### src/common/ctsu_pkg.sv
// constants and state types for the capacitive touch scan unit
//
// How it works
// - slot clock is reference oscillator when select bit 7 is 0, else clock/4.
// - reference oscillator runs only with bit 5 set, sense oscillators with bit 4.
// - pad 2 pin is plain I/O when bit 1 is 0, touch input when 1.
// - pad 1 pin is plain I/O when bit 0 is 0, touch input when 1.
// - bits 6, 3 and 2 of pin control read as zero.
// - start low clears all three 16-bit counters and unit counter; slot counter kept.
// - rising start launches all four counters with oscillators synchronised.
// - slot overflow stops the oscillators and switches all four counters off.
// - slot overflow raises one touch interrupt request for all enabled pads.
// - slot overflow clears all three 16-bit counters, unit counter and slot counter.
// - slot overflow flag is set by hardware, cleared only by software.
// - either pad counter overflowing sets the sticky counter overflow flag.
// - function counter overflowing sets its sticky flag; software clears it.
// - each pad has its own independent sense oscillator.
// - sense cycles counted within the window are the result software reads; slot overflow clears them at window end.
// - only pads in touch mode take part in the scan.
// - slot overflow sets the touch interrupt request flag, bit 5.
// - mux select 0 routes pad 1 to the function counter, 1 routes pad 2.
package ctsu_pkg;

    // ------------------------------------------------------------
    // bus and register map
    // ------------------------------------------------------------
    localparam int CTSU_ADR_W = 8;
    localparam logic [7:0] CTSU_OFF_PIN_CTRL = 8'h00;
    localparam logic [7:0] CTSU_OFF_SCAN_CTRL = 8'h04;
    localparam logic [7:0] CTSU_OFF_IRQ_CTRL = 8'h08;
    localparam logic [7:0] CTSU_OFF_SLOT = 8'h0c;
    localparam logic [7:0] CTSU_OFF_CF1 = 8'h10;
    localparam logic [7:0] CTSU_OFF_CF2 = 8'h14;
    localparam logic [7:0] CTSU_OFF_FUNC = 8'h18;

    // ------------------------------------------------------------
    // field positions and reset values
    // ------------------------------------------------------------
    localparam int CTSU_PIN_SLOT_SEL = 7;
    localparam int CTSU_PIN_REF_EN = 5;
    localparam int CTSU_PIN_SENSE_EN = 4;
    localparam int CTSU_PIN_P2_FUNC = 1;
    localparam int CTSU_PIN_P1_FUNC = 0;
    localparam logic [7:0] CTSU_PIN_WMASK = 8'hb3;
    localparam logic [7:0] CTSU_PIN_RESET = 8'h00;

    localparam int CTSU_SC_START = 0;
    localparam int CTSU_SC_MUX = 1;
    localparam int CTSU_SC_SLOT_OVF = 2;
    localparam int CTSU_SC_CF_OVF = 3;
    localparam int CTSU_SC_FUNC_OVF = 4;

    localparam int CTSU_IRQ_GIE = 0;
    localparam int CTSU_IRQ_EN = 2;
    localparam int CTSU_IRQ_REQ = 5;

    // ------------------------------------------------------------
    // counter widths and timing counts
    // ------------------------------------------------------------
    localparam int CTSU_CNT_W = 16;
    localparam int CTSU_UNIT_W = 5;
    localparam int CTSU_SLOT_W = 8;
    localparam logic [1:0] CTSU_DIV_LAST = 2'h3;
    localparam int CTSU_PADS = 2;

    typedef struct packed {
        logic [7:0] pin_ctrl;
        logic scan_start;
        logic start_prev;
        logic key_mux;
        logic slot_ovf;
        logic cf_ovf;
        logic func_ovf;
        logic irq_req;
        logic irq_en;
        logic gie;
        logic running;
        logic [1:0] div;
        logic [CTSU_UNIT_W-1:0] unit;
        logic [CTSU_SLOT_W-1:0] slot;
        logic ack;
        logic [31:0] rdata;
        logic [CTSU_PADS-1:0] pad_out;
        logic [CTSU_PADS-1:0] pad_oe;
    } ctsu_top_s;

endpackage

### src/logic/ctsu_counter.sv
// scan counter with clear priority and wrap pulse
`timescale 1ns/1ps
module ctsu_counter
    import ctsu_pkg::*;
#(
    parameter int W = CTSU_CNT_W
)
(
    input wire logic sys_clk,
    input wire logic rst,
    input wire logic clr,
    input wire logic inc,
    output logic [W-1:0] count,
    output logic wrap
);

    typedef struct packed {
        logic [W-1:0] cnt;
    } ctsu_cnt_s;

    ctsu_cnt_s cnt_reg;
    ctsu_cnt_s cnt_next;

    generate
        if (W < 2 || W > 31) begin : g_bad_w
            $error("ctsu_counter width out of range");
        end
    endgenerate

    always_comb begin
        cnt_next = cnt_reg;
        if (clr) begin
            cnt_next.cnt = '0;
        end else if (inc) begin
            cnt_next.cnt = cnt_reg.cnt + 1'b1;
        end
    end

    always_ff @(posedge sys_clk) begin
        if (rst) begin
            cnt_reg <= '0;
        end else begin
            cnt_reg <= cnt_next;
        end
    end

    assign count = cnt_reg.cnt;
    // wrap flagged even when cleared in the same cycle
    assign wrap = inc & (&cnt_reg.cnt);

endmodule

### src/logic/ctsu_sync.sv
// three-stage synchroniser with agreement filter and rise pulse
`timescale 1ns/1ps
module ctsu_sync
    import ctsu_pkg::*;
(
    input wire logic sys_clk,
    input wire logic rst,
    input wire logic async_in,
    output logic level,
    output logic rise
);

    typedef struct packed {
        logic s1;
        logic s2;
        logic s3;
        logic lvl;
        logic rise;
    } ctsu_sync_s;

    ctsu_sync_s sync_reg;
    ctsu_sync_s sync_next;

    // s1 feeds s2 only; the filter looks at s2 and s3
    always_comb begin
        sync_next = sync_reg;
        sync_next.s1 = async_in;
        sync_next.s2 = sync_reg.s1;
        sync_next.s3 = sync_reg.s2;
        sync_next.rise = 1'b0;
        if (sync_reg.s2 == sync_reg.s3) begin
            sync_next.lvl = sync_reg.s3;
            sync_next.rise = sync_reg.s3 & ~sync_reg.lvl;
        end
    end

    always_ff @(posedge sys_clk) begin
        if (rst) begin
            sync_reg <= '0;
        end else begin
            sync_reg <= sync_next;
        end
    end

    assign level = sync_reg.lvl;
    assign rise = sync_reg.rise;

endmodule

### src/logic/ctsu_top.sv
// touch scan unit: registers, slot timing, pad routing and counters
//
// The register offsets and the Wishbone slave port were decided locally.
`timescale 1ns/1ps
module ctsu_top
    import ctsu_pkg::*;
(
    input wire logic sys_clk,
    input wire logic rst,
    input wire logic wb_cyc_i,
    input wire logic wb_stb_i,
    input wire logic wb_we_i,
    input wire logic [CTSU_ADR_W-1:0] wb_adr_i,
    input wire logic [3:0] wb_sel_i,
    input wire logic [31:0] wb_dat_i,
    output logic [31:0] wb_dat_o,
    output logic wb_ack_o,
    input wire logic ref_osc_clk,
    input wire logic [CTSU_PADS-1:0] sense_osc_clk,
    output logic ref_osc_en,
    output logic [CTSU_PADS-1:0] sense_osc_en,
    input wire logic [CTSU_PADS-1:0] pad_in,
    output logic [CTSU_PADS-1:0] pad_out,
    output logic [CTSU_PADS-1:0] pad_oe,
    input wire logic [CTSU_PADS-1:0] gpio_out,
    input wire logic [CTSU_PADS-1:0] gpio_oe,
    output logic [CTSU_PADS-1:0] gpio_in,
    output logic touch_irq_req,
    output logic touch_irq
);

    localparam logic [CTSU_UNIT_W-1:0] UNIT_MAX = '1;
    localparam logic [CTSU_SLOT_W-1:0] SLOT_MAX = '1;

    ctsu_top_s r;
    ctsu_top_s n;

    // ------------------------------------------------------------
    // input synchronisers
    // ------------------------------------------------------------
    logic ref_rise;
    logic [CTSU_PADS-1:0] key_rise;
    logic [CTSU_PADS-1:0] pad_level;

    ctsu_sync u_ref_sync (
        .sys_clk(sys_clk),
        .rst(rst),
        .async_in(ref_osc_clk),
        .level(),
        .rise(ref_rise)
    );

    // oscillators must stay well under a quarter of sys_clk to be counted
    genvar gi;
    generate
        for (gi = 0; gi < CTSU_PADS; gi++) begin : g_pad_sync
            ctsu_sync u_key_sync (
                .sys_clk(sys_clk),
                .rst(rst),
                .async_in(sense_osc_clk[gi]),
                .level(),
                .rise(key_rise[gi])
            );
            ctsu_sync u_pin_sync (
                .sys_clk(sys_clk),
                .rst(rst),
                .async_in(pad_in[gi]),
                .level(pad_level[gi]),
                .rise()
            );
        end
    endgenerate

    // ------------------------------------------------------------
    // bus decode
    // ------------------------------------------------------------
    function automatic logic is_reg(
        input logic [CTSU_ADR_W-1:0] adr,
        input logic [7:0] off
    );
        is_reg = (adr == off[CTSU_ADR_W-1:0]);
    endfunction

    logic wb_req;
    logic wb_wr;
    logic wr_byte0;
    assign wb_req = wb_cyc_i & wb_stb_i;
    assign wb_wr = wb_req & wb_we_i & ~r.ack;
    assign wr_byte0 = wb_wr & wb_sel_i[0];

    // ------------------------------------------------------------
    // slot timing and counter control
    // ------------------------------------------------------------
    logic [CTSU_PADS-1:0] pad_touch;
    logic start_rise;
    logic tick;
    logic unit_wrap;
    logic slot_wrap;
    logic cnt_clr;
    logic [CTSU_PADS-1:0] cf_inc;
    logic [CTSU_PADS-1:0] cf_wrap;
    logic [CTSU_CNT_W-1:0] cf_count [CTSU_PADS];
    logic func_inc;
    logic func_wrap;
    logic [CTSU_CNT_W-1:0] func_count;

    assign pad_touch[0] = r.pin_ctrl[CTSU_PIN_P1_FUNC];
    assign pad_touch[1] = r.pin_ctrl[CTSU_PIN_P2_FUNC];
    assign start_rise = r.scan_start & ~r.start_prev;
    // one step per source period; a start cleared in the same cycle
    // must not let a wrap pulse through that the branch below ignores
    assign tick = r.running & r.scan_start
        & (r.pin_ctrl[CTSU_PIN_SLOT_SEL] ?
        (r.div == CTSU_DIV_LAST) : ref_rise);
    assign unit_wrap = tick & (r.unit == UNIT_MAX);
    assign slot_wrap = unit_wrap & (r.slot == SLOT_MAX);
    assign cnt_clr = ~r.scan_start | start_rise | slot_wrap;

    // oscillators run only inside a window
    assign ref_osc_en = r.pin_ctrl[CTSU_PIN_REF_EN] & r.running;
    assign sense_osc_en = {CTSU_PADS{r.pin_ctrl[CTSU_PIN_SENSE_EN]
        & r.running}} & pad_touch;

    generate
        for (gi = 0; gi < CTSU_PADS; gi++) begin : g_cf
            assign cf_inc[gi] = sense_osc_en[gi] & key_rise[gi];
            ctsu_counter #(
                .W(CTSU_CNT_W)
            ) u_cf (
                .sys_clk(sys_clk),
                .rst(rst),
                .clr(cnt_clr),
                .inc(cf_inc[gi]),
                .count(cf_count[gi]),
                .wrap(cf_wrap[gi])
            );
        end
    endgenerate

    assign func_inc = r.key_mux ? cf_inc[1] : cf_inc[0];

    ctsu_counter #(
        .W(CTSU_CNT_W)
    ) u_func (
        .sys_clk(sys_clk),
        .rst(rst),
        .clr(cnt_clr),
        .inc(func_inc),
        .count(func_count),
        .wrap(func_wrap)
    );

    // ------------------------------------------------------------
    // read mux
    // ------------------------------------------------------------
    logic [31:0] rd_val;
    always_comb begin
        rd_val = 32'h0;
        if (is_reg(wb_adr_i, CTSU_OFF_PIN_CTRL)) begin
            rd_val[7:0] = r.pin_ctrl & CTSU_PIN_WMASK;
        end else if (is_reg(wb_adr_i, CTSU_OFF_SCAN_CTRL)) begin
            rd_val[CTSU_SC_START] = r.scan_start;
            rd_val[CTSU_SC_MUX] = r.key_mux;
            rd_val[CTSU_SC_SLOT_OVF] = r.slot_ovf;
            rd_val[CTSU_SC_CF_OVF] = r.cf_ovf;
            rd_val[CTSU_SC_FUNC_OVF] = r.func_ovf;
        end else if (is_reg(wb_adr_i, CTSU_OFF_IRQ_CTRL)) begin
            rd_val[CTSU_IRQ_GIE] = r.gie;
            rd_val[CTSU_IRQ_EN] = r.irq_en;
            rd_val[CTSU_IRQ_REQ] = r.irq_req;
        end else if (is_reg(wb_adr_i, CTSU_OFF_SLOT)) begin
            rd_val[CTSU_SLOT_W-1:0] = r.slot;
        end else if (is_reg(wb_adr_i, CTSU_OFF_CF1)) begin
            rd_val[CTSU_CNT_W-1:0] = cf_count[0];
        end else if (is_reg(wb_adr_i, CTSU_OFF_CF2)) begin
            rd_val[CTSU_CNT_W-1:0] = cf_count[1];
        end else if (is_reg(wb_adr_i, CTSU_OFF_FUNC)) begin
            rd_val[CTSU_CNT_W-1:0] = func_count;
        end
    end

    // ------------------------------------------------------------
    // next state
    // ------------------------------------------------------------
    always_comb begin
        n = r;
        n.ack = wb_req & ~r.ack;
        if (wb_req & ~r.ack) begin
            n.rdata = rd_val;
        end
        n.start_prev = r.scan_start;

        // software writes; flags clear on a written zero
        if (wr_byte0 && is_reg(wb_adr_i, CTSU_OFF_PIN_CTRL)) begin
            n.pin_ctrl = wb_dat_i[7:0] & CTSU_PIN_WMASK;
        end
        if (wr_byte0 && is_reg(wb_adr_i, CTSU_OFF_SCAN_CTRL)) begin
            n.scan_start = wb_dat_i[CTSU_SC_START];
            n.key_mux = wb_dat_i[CTSU_SC_MUX];
            n.slot_ovf = r.slot_ovf & wb_dat_i[CTSU_SC_SLOT_OVF];
            n.cf_ovf = r.cf_ovf & wb_dat_i[CTSU_SC_CF_OVF];
            n.func_ovf = r.func_ovf & wb_dat_i[CTSU_SC_FUNC_OVF];
        end
        if (wr_byte0 && is_reg(wb_adr_i, CTSU_OFF_IRQ_CTRL)) begin
            n.gie = wb_dat_i[CTSU_IRQ_GIE];
            n.irq_en = wb_dat_i[CTSU_IRQ_EN];
            n.irq_req = r.irq_req & wb_dat_i[CTSU_IRQ_REQ];
        end
        // preset of the window length
        if (wr_byte0 && is_reg(wb_adr_i, CTSU_OFF_SLOT)) begin
            n.slot = wb_dat_i[CTSU_SLOT_W-1:0];
        end

        // divider restarts with each scan so the window is aligned
        n.div = r.running ? r.div + 2'h1 : 2'h0;

        if (!r.scan_start) begin
            n.running = 1'b0;
            n.unit = '0;
        end else if (start_rise) begin
            n.running = 1'b1;
            n.unit = '0;
            n.div = 2'h0;
        end else if (tick) begin
            n.unit = r.unit + 1'b1;
            if (unit_wrap) begin
                n.slot = r.slot + 1'b1;
            end
            if (slot_wrap) begin
                n.running = 1'b0;
                n.slot = '0;
                n.unit = '0;
                n.slot_ovf = 1'b1;
                n.irq_req = 1'b1;
            end
        end

        // sets after clears so an event is never lost
        if (|cf_wrap) begin
            n.cf_ovf = 1'b1;
        end
        if (func_wrap) begin
            n.func_ovf = 1'b1;
        end

        // touch mode takes the pin off the I/O driver
        n.pad_out = gpio_out;
        n.pad_oe = gpio_oe & ~pad_touch;
    end

    always_ff @(posedge sys_clk) begin
        if (rst) begin
            r <= '0;
        end else begin
            r <= n;
        end
    end

    assign wb_ack_o = r.ack;
    assign wb_dat_o = r.rdata;
    assign pad_out = r.pad_out;
    assign pad_oe = r.pad_oe;
    assign gpio_in = pad_level;
    assign touch_irq_req = r.irq_req;
    assign touch_irq = r.irq_req & r.irq_en & r.gie;

    logic scan_wr;
    assign scan_wr = wr_byte0 && is_reg(wb_adr_i, CTSU_OFF_SCAN_CTRL);
endmodule
### config.mk
export PLATFORM = sky130hd
export DESIGN_NAME = ctsu_top
export DESIGN_NICKNAME = d
export VERILOG_FILES = /design/src/common/ctsu_pkg.sv /design/src/logic/ctsu_counter.sv /design/src/logic/ctsu_sync.sv /design/src/logic/ctsu_top.sv
export SDC_FILE = /design/constraint.sdc
export NUM_CORES = 1
export LEC_CHECK = 0
export ABC_AREA = 0
export BUFFER_PORTS_ARGS = -buffer_cell sky130_fd_sc_hd__buf_2
export CELL_PAD_IN_SITES_DETAIL_PLACEMENT = 0
export CELL_PAD_IN_SITES_GLOBAL_PLACEMENT = 2
export CORE_ASPECT_RATIO = 0.5
export CORE_UTILIZATION = 36
export DETAILED_ROUTE_END_ITERATION = 6
export PLACE_DENSITY = 0.86
export SYNTH_ARGS = -nofsm -noshare
export SYNTH_HDL_FRONTEND = slang
export SYNTH_SLANG_ARGS = --single-unit
### constraint.sdc
create_clock -name sys_clk -period 4.6 [get_ports sys_clk]
set_input_delay 1.38 -clock sys_clk [delete_from_list [all_inputs] [get_ports sys_clk]]
set_output_delay 1.38 -clock sys_clk [all_outputs]
set_load 0.05 [all_outputs]
# Yosys cells after proc, flatten, opt, wreduce, memory -nomap -nowiden
# Index checks and enable logic that the tools add are counted.
# W data, S select, Z words.
# op_classes
addsub,6
n_mul,0
n_div,0
n_lt_le_gt_ge,0
eq_ne,14
n_shift,0
n_mux,41
bitwise,40
n_reduce_logical,20
# op_table
operator,count
$mux W8,9
$add A16 B1 Y16 const B,3
$mux W16,3
$reduce_and A16 Y1,3
$and A1 B1 Y1,26
$eq A8 B5 Y1 const B,3
$mux W1,19
$eq A8 B4 Y1 const B,2
$mux W13,1
$reduce_or A2 Y1,6
$mux W11,1
$mux W10,1
$not A1 Y1,9
$add A8 B1 Y8 const B,1
$eq A8 B3 Y1 const B,1
$eq A8 B8 Y1 const B,1
$logic_not A8 Y1,1
$mux W2,4
$reduce_bool A2 Y1,4
$mux W3,2
$add A5 B1 Y5 const B,1
$eq A1 B1 Y1,5
$eq A5 B5 Y1 const B,1
$mux W5,1
other kinds (8),13
# word_totals
register_bits,122
latch_bits,0
ramBits,0
mem_bits_ro,0
inputBits,58
word_cells,165
memories,0

# Longest topological paths before layout
# depth
depth_word,11
ltp_mapped,8
mapped_depth_nobuf,7

# By module
# From an unflattened synthesis, not the netlist that was laid out.
# unflattened
hier_cells,708
area_unflattened_um2,6211.0
# by_module_without_submodules
mod,instances,cells_each,area_per_inst_um2,seq_area_each_um2
ctsu_top,1,393,3195.6,1021.0
ctsu_counter,3,85,757.0,320.3
ctsu_sync,5,12,148.9,100.1

# Worst setup path after synthesis
# No wires, ideal clock.
# synth_timing
path_type,input -> register
from,in wb_adr_i[2]
to,"reg r, in the netlist wb_dat_o[1]"
setup_ns,0.117
arrival_time_ns,2.634
required_ns,4.483
slack_ns,1.849
cell_stages,6
path_cell_list,buf_6 -> or4_4 -> buf_6 -> nor3_4 -> a21oi_1 -> a32o_1
# synth_between
elab_chain_len,8
# synth_lines
item,line,source
from (decl),ctsu_top.sv:13,"input wire logic [CTSU_ADR_W-1:0] wb_adr_i,"
$eq A8 B5 Y1,ctsu_top.sv:81,is_reg = (adr == off[CTSU_ADR_W-1:0]);
$mux W16,ctsu_top.sv:177,"end else if (is_reg(wb_adr_i, CTSU_OFF_FUNC)) begin"
$mux W16,ctsu_top.sv:175,"end else if (is_reg(wb_adr_i, CTSU_OFF_CF2)) begin"
$mux W16,ctsu_top.sv:173,"end else if (is_reg(wb_adr_i, CTSU_OFF_CF1)) begin"
$mux W8,ctsu_top.sv:171,"end else if (is_reg(wb_adr_i, CTSU_OFF_SLOT)) begin"
$mux W1,ctsu_top.sv:167,"end else if (is_reg(wb_adr_i, CTSU_OFF_IRQ_CTRL)) begin"
$mux W5,ctsu_top.sv:161,"end else if (is_reg(wb_adr_i, CTSU_OFF_SCAN_CTRL)) begin"
$mux W8 *,ctsu_top.sv:159,"if (is_reg(wb_adr_i, CTSU_OFF_PIN_CTRL)) begin"
to (signal assigned),ctsu_top.sv:255,r <= n;
to (decl),ctsu_top.sv:35,ctsu_top_s r;
# Mark *: on every way between the ends. The rest lies on a longest branch, timed or not.
# A chain may end at the register's enable or synchronous reset.

# Worst setup path in the final report
# layout_timing
from,reg r[52] (netlist bit)
to,out sense_osc_en[1]
# layout_between
elab_chain_len,2
# layout_lines
item,line,source
$and A1 B1 Y1,ctsu_top.sv:122,& r.running}} & pad_touch;
$and A2 B2 Y2,ctsu_top.sv:122,
to (decl),ctsu_top.sv:21,"output logic [CTSU_PADS-1:0] sense_osc_en,"
# No other way between the ends.

==> flow_summary.json <==
{
  "status": "finished with violations",
  "violations": "design-rule violations",
  "post_cts_resize_count": 0,
  "fin_hold_ws_ns": 0.435,
  "syn_area_um2": 6070,
  "rsz0062_at_grt": "no",
  "port_buffers": 58,
  "synth-async-reset-ratio": 0,
  "synth_warnings": 0,
  "synth.distinct_cells": 67,
  "clk_pin_slew_worst_paths_ns": 0.06,
  "crit_arrival_ns": 1.62,
  "grt_pass1_vias": 4861,
  "synth_seq_cells": 122,
  "p_leak_nw": 2.38,
  "cts.sinks": 122,
  "syn2layout_area_growth_pct": 13.2,
  "finalInstanceArea_um2": 6880,
  "period_share": 0.653,
  "seq_area_frac_synth": 0.402,
  "clock_power_share": 0.540,
  "antenna_found_initial": 0,
  "finClkSkew_ns": 0.00956,
  "num_vias": 5257,
  "wl_um": 16700,
  "yosys.area.top_type": "dfxtp_1",
  "post-cts-setup-buffers": 0,
  "path_max_fanout": 16,
  "worst_pin_slew_ns": 0.932,
  "nets": 787,
  "ant_nets": 0,
  "wl_met1_um": 8340,
  "worst_setup_path_start_kind": "flop",
  "detailed_place_hpwl_um": 11700,
  "initial_core_util": 0.370,
  "wl_met3_um": 759,
  "io-pin-count": 102,
  "synth_top_area_share": 0.402,
  "htreeDepth": 4,
  "route.detailed.drc": 2,
  "layout.area.seq_um2": 2440,
  "drtIter0Drc": 388,
  "multi_input_area_um2": 3170,
  "placed_area_um2": 6270,
  "cts-buffers-inserted": 17,
  "maxUsedRoutingLayer": "met4",
  "vias_per_cell": 5.46,
  "fp-row-count": 33,
  "largest_reg_flops": 32,
  "synth_edf_count": 0,
  "power_frac_comb": 0.046,
  "fin_util": 0.418,
  "synth_area_per_cell_um2": 8.59,
  "setup_viol": 0,
  "grt_max_degree": 48,
  "min_period_ns": 3.00,
  "gr-total-overflow": 0,
  "firstDrtPassIters": 7,
  "fillCellCount": 1708,
  "p_sw_frac": 0.241,
  "die-width_um": 186,
  "hp-class": "flop to flop",
  "fmax_ghz": 0.333,
  "yosys-top-cells-area": "dfxtp_1 40%, buf_4 4.7%, a21oi_1 3.6%",
  "slew_headroom": 0.376,
  "clk-insertion-delay-late_ns": 0.42,
  "hold_viol_final": 0,
  "grt_usage": 0.199,
  "power_density_nw_per_um2": 376,
  "p_int_mw": 1.96,
  "cts-root-buf": "clkbuf_16",
  "grt_pass1_wl_um": 26300,
  "synth_ff_type": "dfxtp_1",
  "cts.hold.buffers_added": 0,
  "setup.worst_path.end_class": "output port",
  "cap_violations": 0,
  "cts_tree": "done",
  "n_antenna_cell": 0,
  "finalSetupTns_ns": 0,
  "wl_met2_um": 7320,
  "required_ns": 3.22,
  "p_seq_frac": 0.414,
  "die_h_um": 93.8,
  "core-area_um2": 16400,
  "power_switching_mw": 0.621,
  "drive_gt1_frac": 0.143,
  "syn_inst": 707,
  "clockBufferDepth": 2,
  "place_congestion": 0.838,
  "die_area_um2": 17400,
  "vdd_drop_max_v": 0.000246,
  "finalPower_mw": 2.58,
  "maxSlewViolCount": 0,
  "path_class": "flop to output port",
  "wl_per_cell_um": 17.4
}
kinds of logic (layout without fill, tap and decap cells):
kind of cell,after synthesis,after routing,share of synthesized area
and+or+nand+nor,276,276,0.257
AOI/OAI and AO/OA,165,165,0.178
DFF,122,122,0.402
buffers and inverters,96,109,0.0869
xor gates and xnor gates,28,28,0.0404
muxes,12,12,0.0202
adders and majority gates,7,7,0.0144
other,1,16,0.000617
layout by cell type (no fill, tap or decap), types with 4 or more instances in the layout:
| cell type | instances |
|---|---|
| nor2_1 | 42 |
| and3b_1 | 4 |
| a21oi_1 | 44 |
| a22oi_1 | 6 |
| nand2_1 | 44 |
| o221ai_1 | 5 |
| and2_1 | 7 |
| nand3_1 | 36 |
| o31ai_1 | 4 |
| xnor2_1 | 19 |
| mux2i_1 | 10 |
| nand4_1 | 25 |
| or4_1 | 5 |
| o22ai_1 | 8 |
| a32o_1 | 5 |
| or3_1 | 17 |
| a22o_1 | 7 |
| clkbuf_16 | 17 |
| conb_1 | 16 |
| nor2b_1 | 30 |
| and3_1 | 13 |
| a31oi_1 | 7 |
| o2bb2ai_1 | 9 |
| buf_2 | 58 |
| and4_1 | 13 |
| o21ai_0 | 34 |
| nor4_1 | 7 |
| nand2b_1 | 10 |
| o211ai_1 | 6 |
| xor2_1 | 9 |
| inv_1 | 17 |
| clkinvlp_4 | 4 |
| nor3_1 | 7 |
| ha_1 | 7 |
| dfxtp_1 | 122 |
metal layers:
metal | vias to the layer above | global-route usage
met4 | 0 | 0.0738
met2 | 130 | 0.307
li1 | 2573 | -
met5 | - | 0
met3 | 24 | 0.0384
met1 | 2530 | 0.274
layout make-up:
class / instances / share of cell area
inverter: 17 / 0.00928
sequential: 122 / 0.355
tap: 227 / 0.0413
multi-input combinational: 504 / 0.461
timing repair buffer: 60 / 0.0444
clock inverter: 14 / 0.0247
clock buffer: 18 / 0.0639
stage by stage:
step | setup slack (ns) | cells
5_1_grt | 1.54 | 962
2_1_floorplan | 1.85 | 722
3_5_place_dp | 1.37 | 930
3_3_place_gp | 1.39 | 930
6_report | 1.60 | 962
4_1_cts | 1.61 | 962
worst paths after layout:
path                            depth (start not counted)  slack (ns)                                   from                               endpoint
worst min-delay path                                    1        0.44  g_pad_sync[0].u_pin_sync.sync_next[3]  g_pad_sync[0].u_pin_sync.sync_next[2]
worst max-delay path                                    2        1.60                                  r[52]                        sense_osc_en[1]
worst max register to register                          5        1.84                                  r[37]                  g_cf[0].u_cf.count[6]
worst min register to register                          1        0.44  g_pad_sync[0].u_pin_sync.sync_next[3]  g_pad_sync[0].u_pin_sync.sync_next[2]
power by group through the flow:
stage          clock [mW]  combinational, mW  sequential [mW]
2_1_floorplan           0             0.0980             1.09
3_3_place_gp            0              0.119             1.09
3_5_place_dp            0              0.119             1.09
4_1_cts              1.42              0.120             1.07
5_1_grt              1.47              0.129             1.07
6_report             1.39              0.120             1.07
synthesized netlist by cell type (all sizes together), types with 8 or more instances:
cell / n
or3: 17
a21oi: 44
and4: 13
o2bb2ai: 9
xor2: 9
mux2i: 10
inv: 17
xnor2: 19
nand2b: 10
nor2b: 30
and3: 13
nand4: 26
o21ai: 36
dfxtp: 122
o22ai: 8
nor4: 8
nor2: 42
nor3: 10
nand3: 36
buf: 50
clkbuf: 29
nand2: 44
critical path, cell delays in order, from the launching register on:
cell,delay [ns]
dfxtp_1,0.68
and3_1,0.25
buf_2,0.26
No activity file was read; power rests on OpenSTA's default activity.
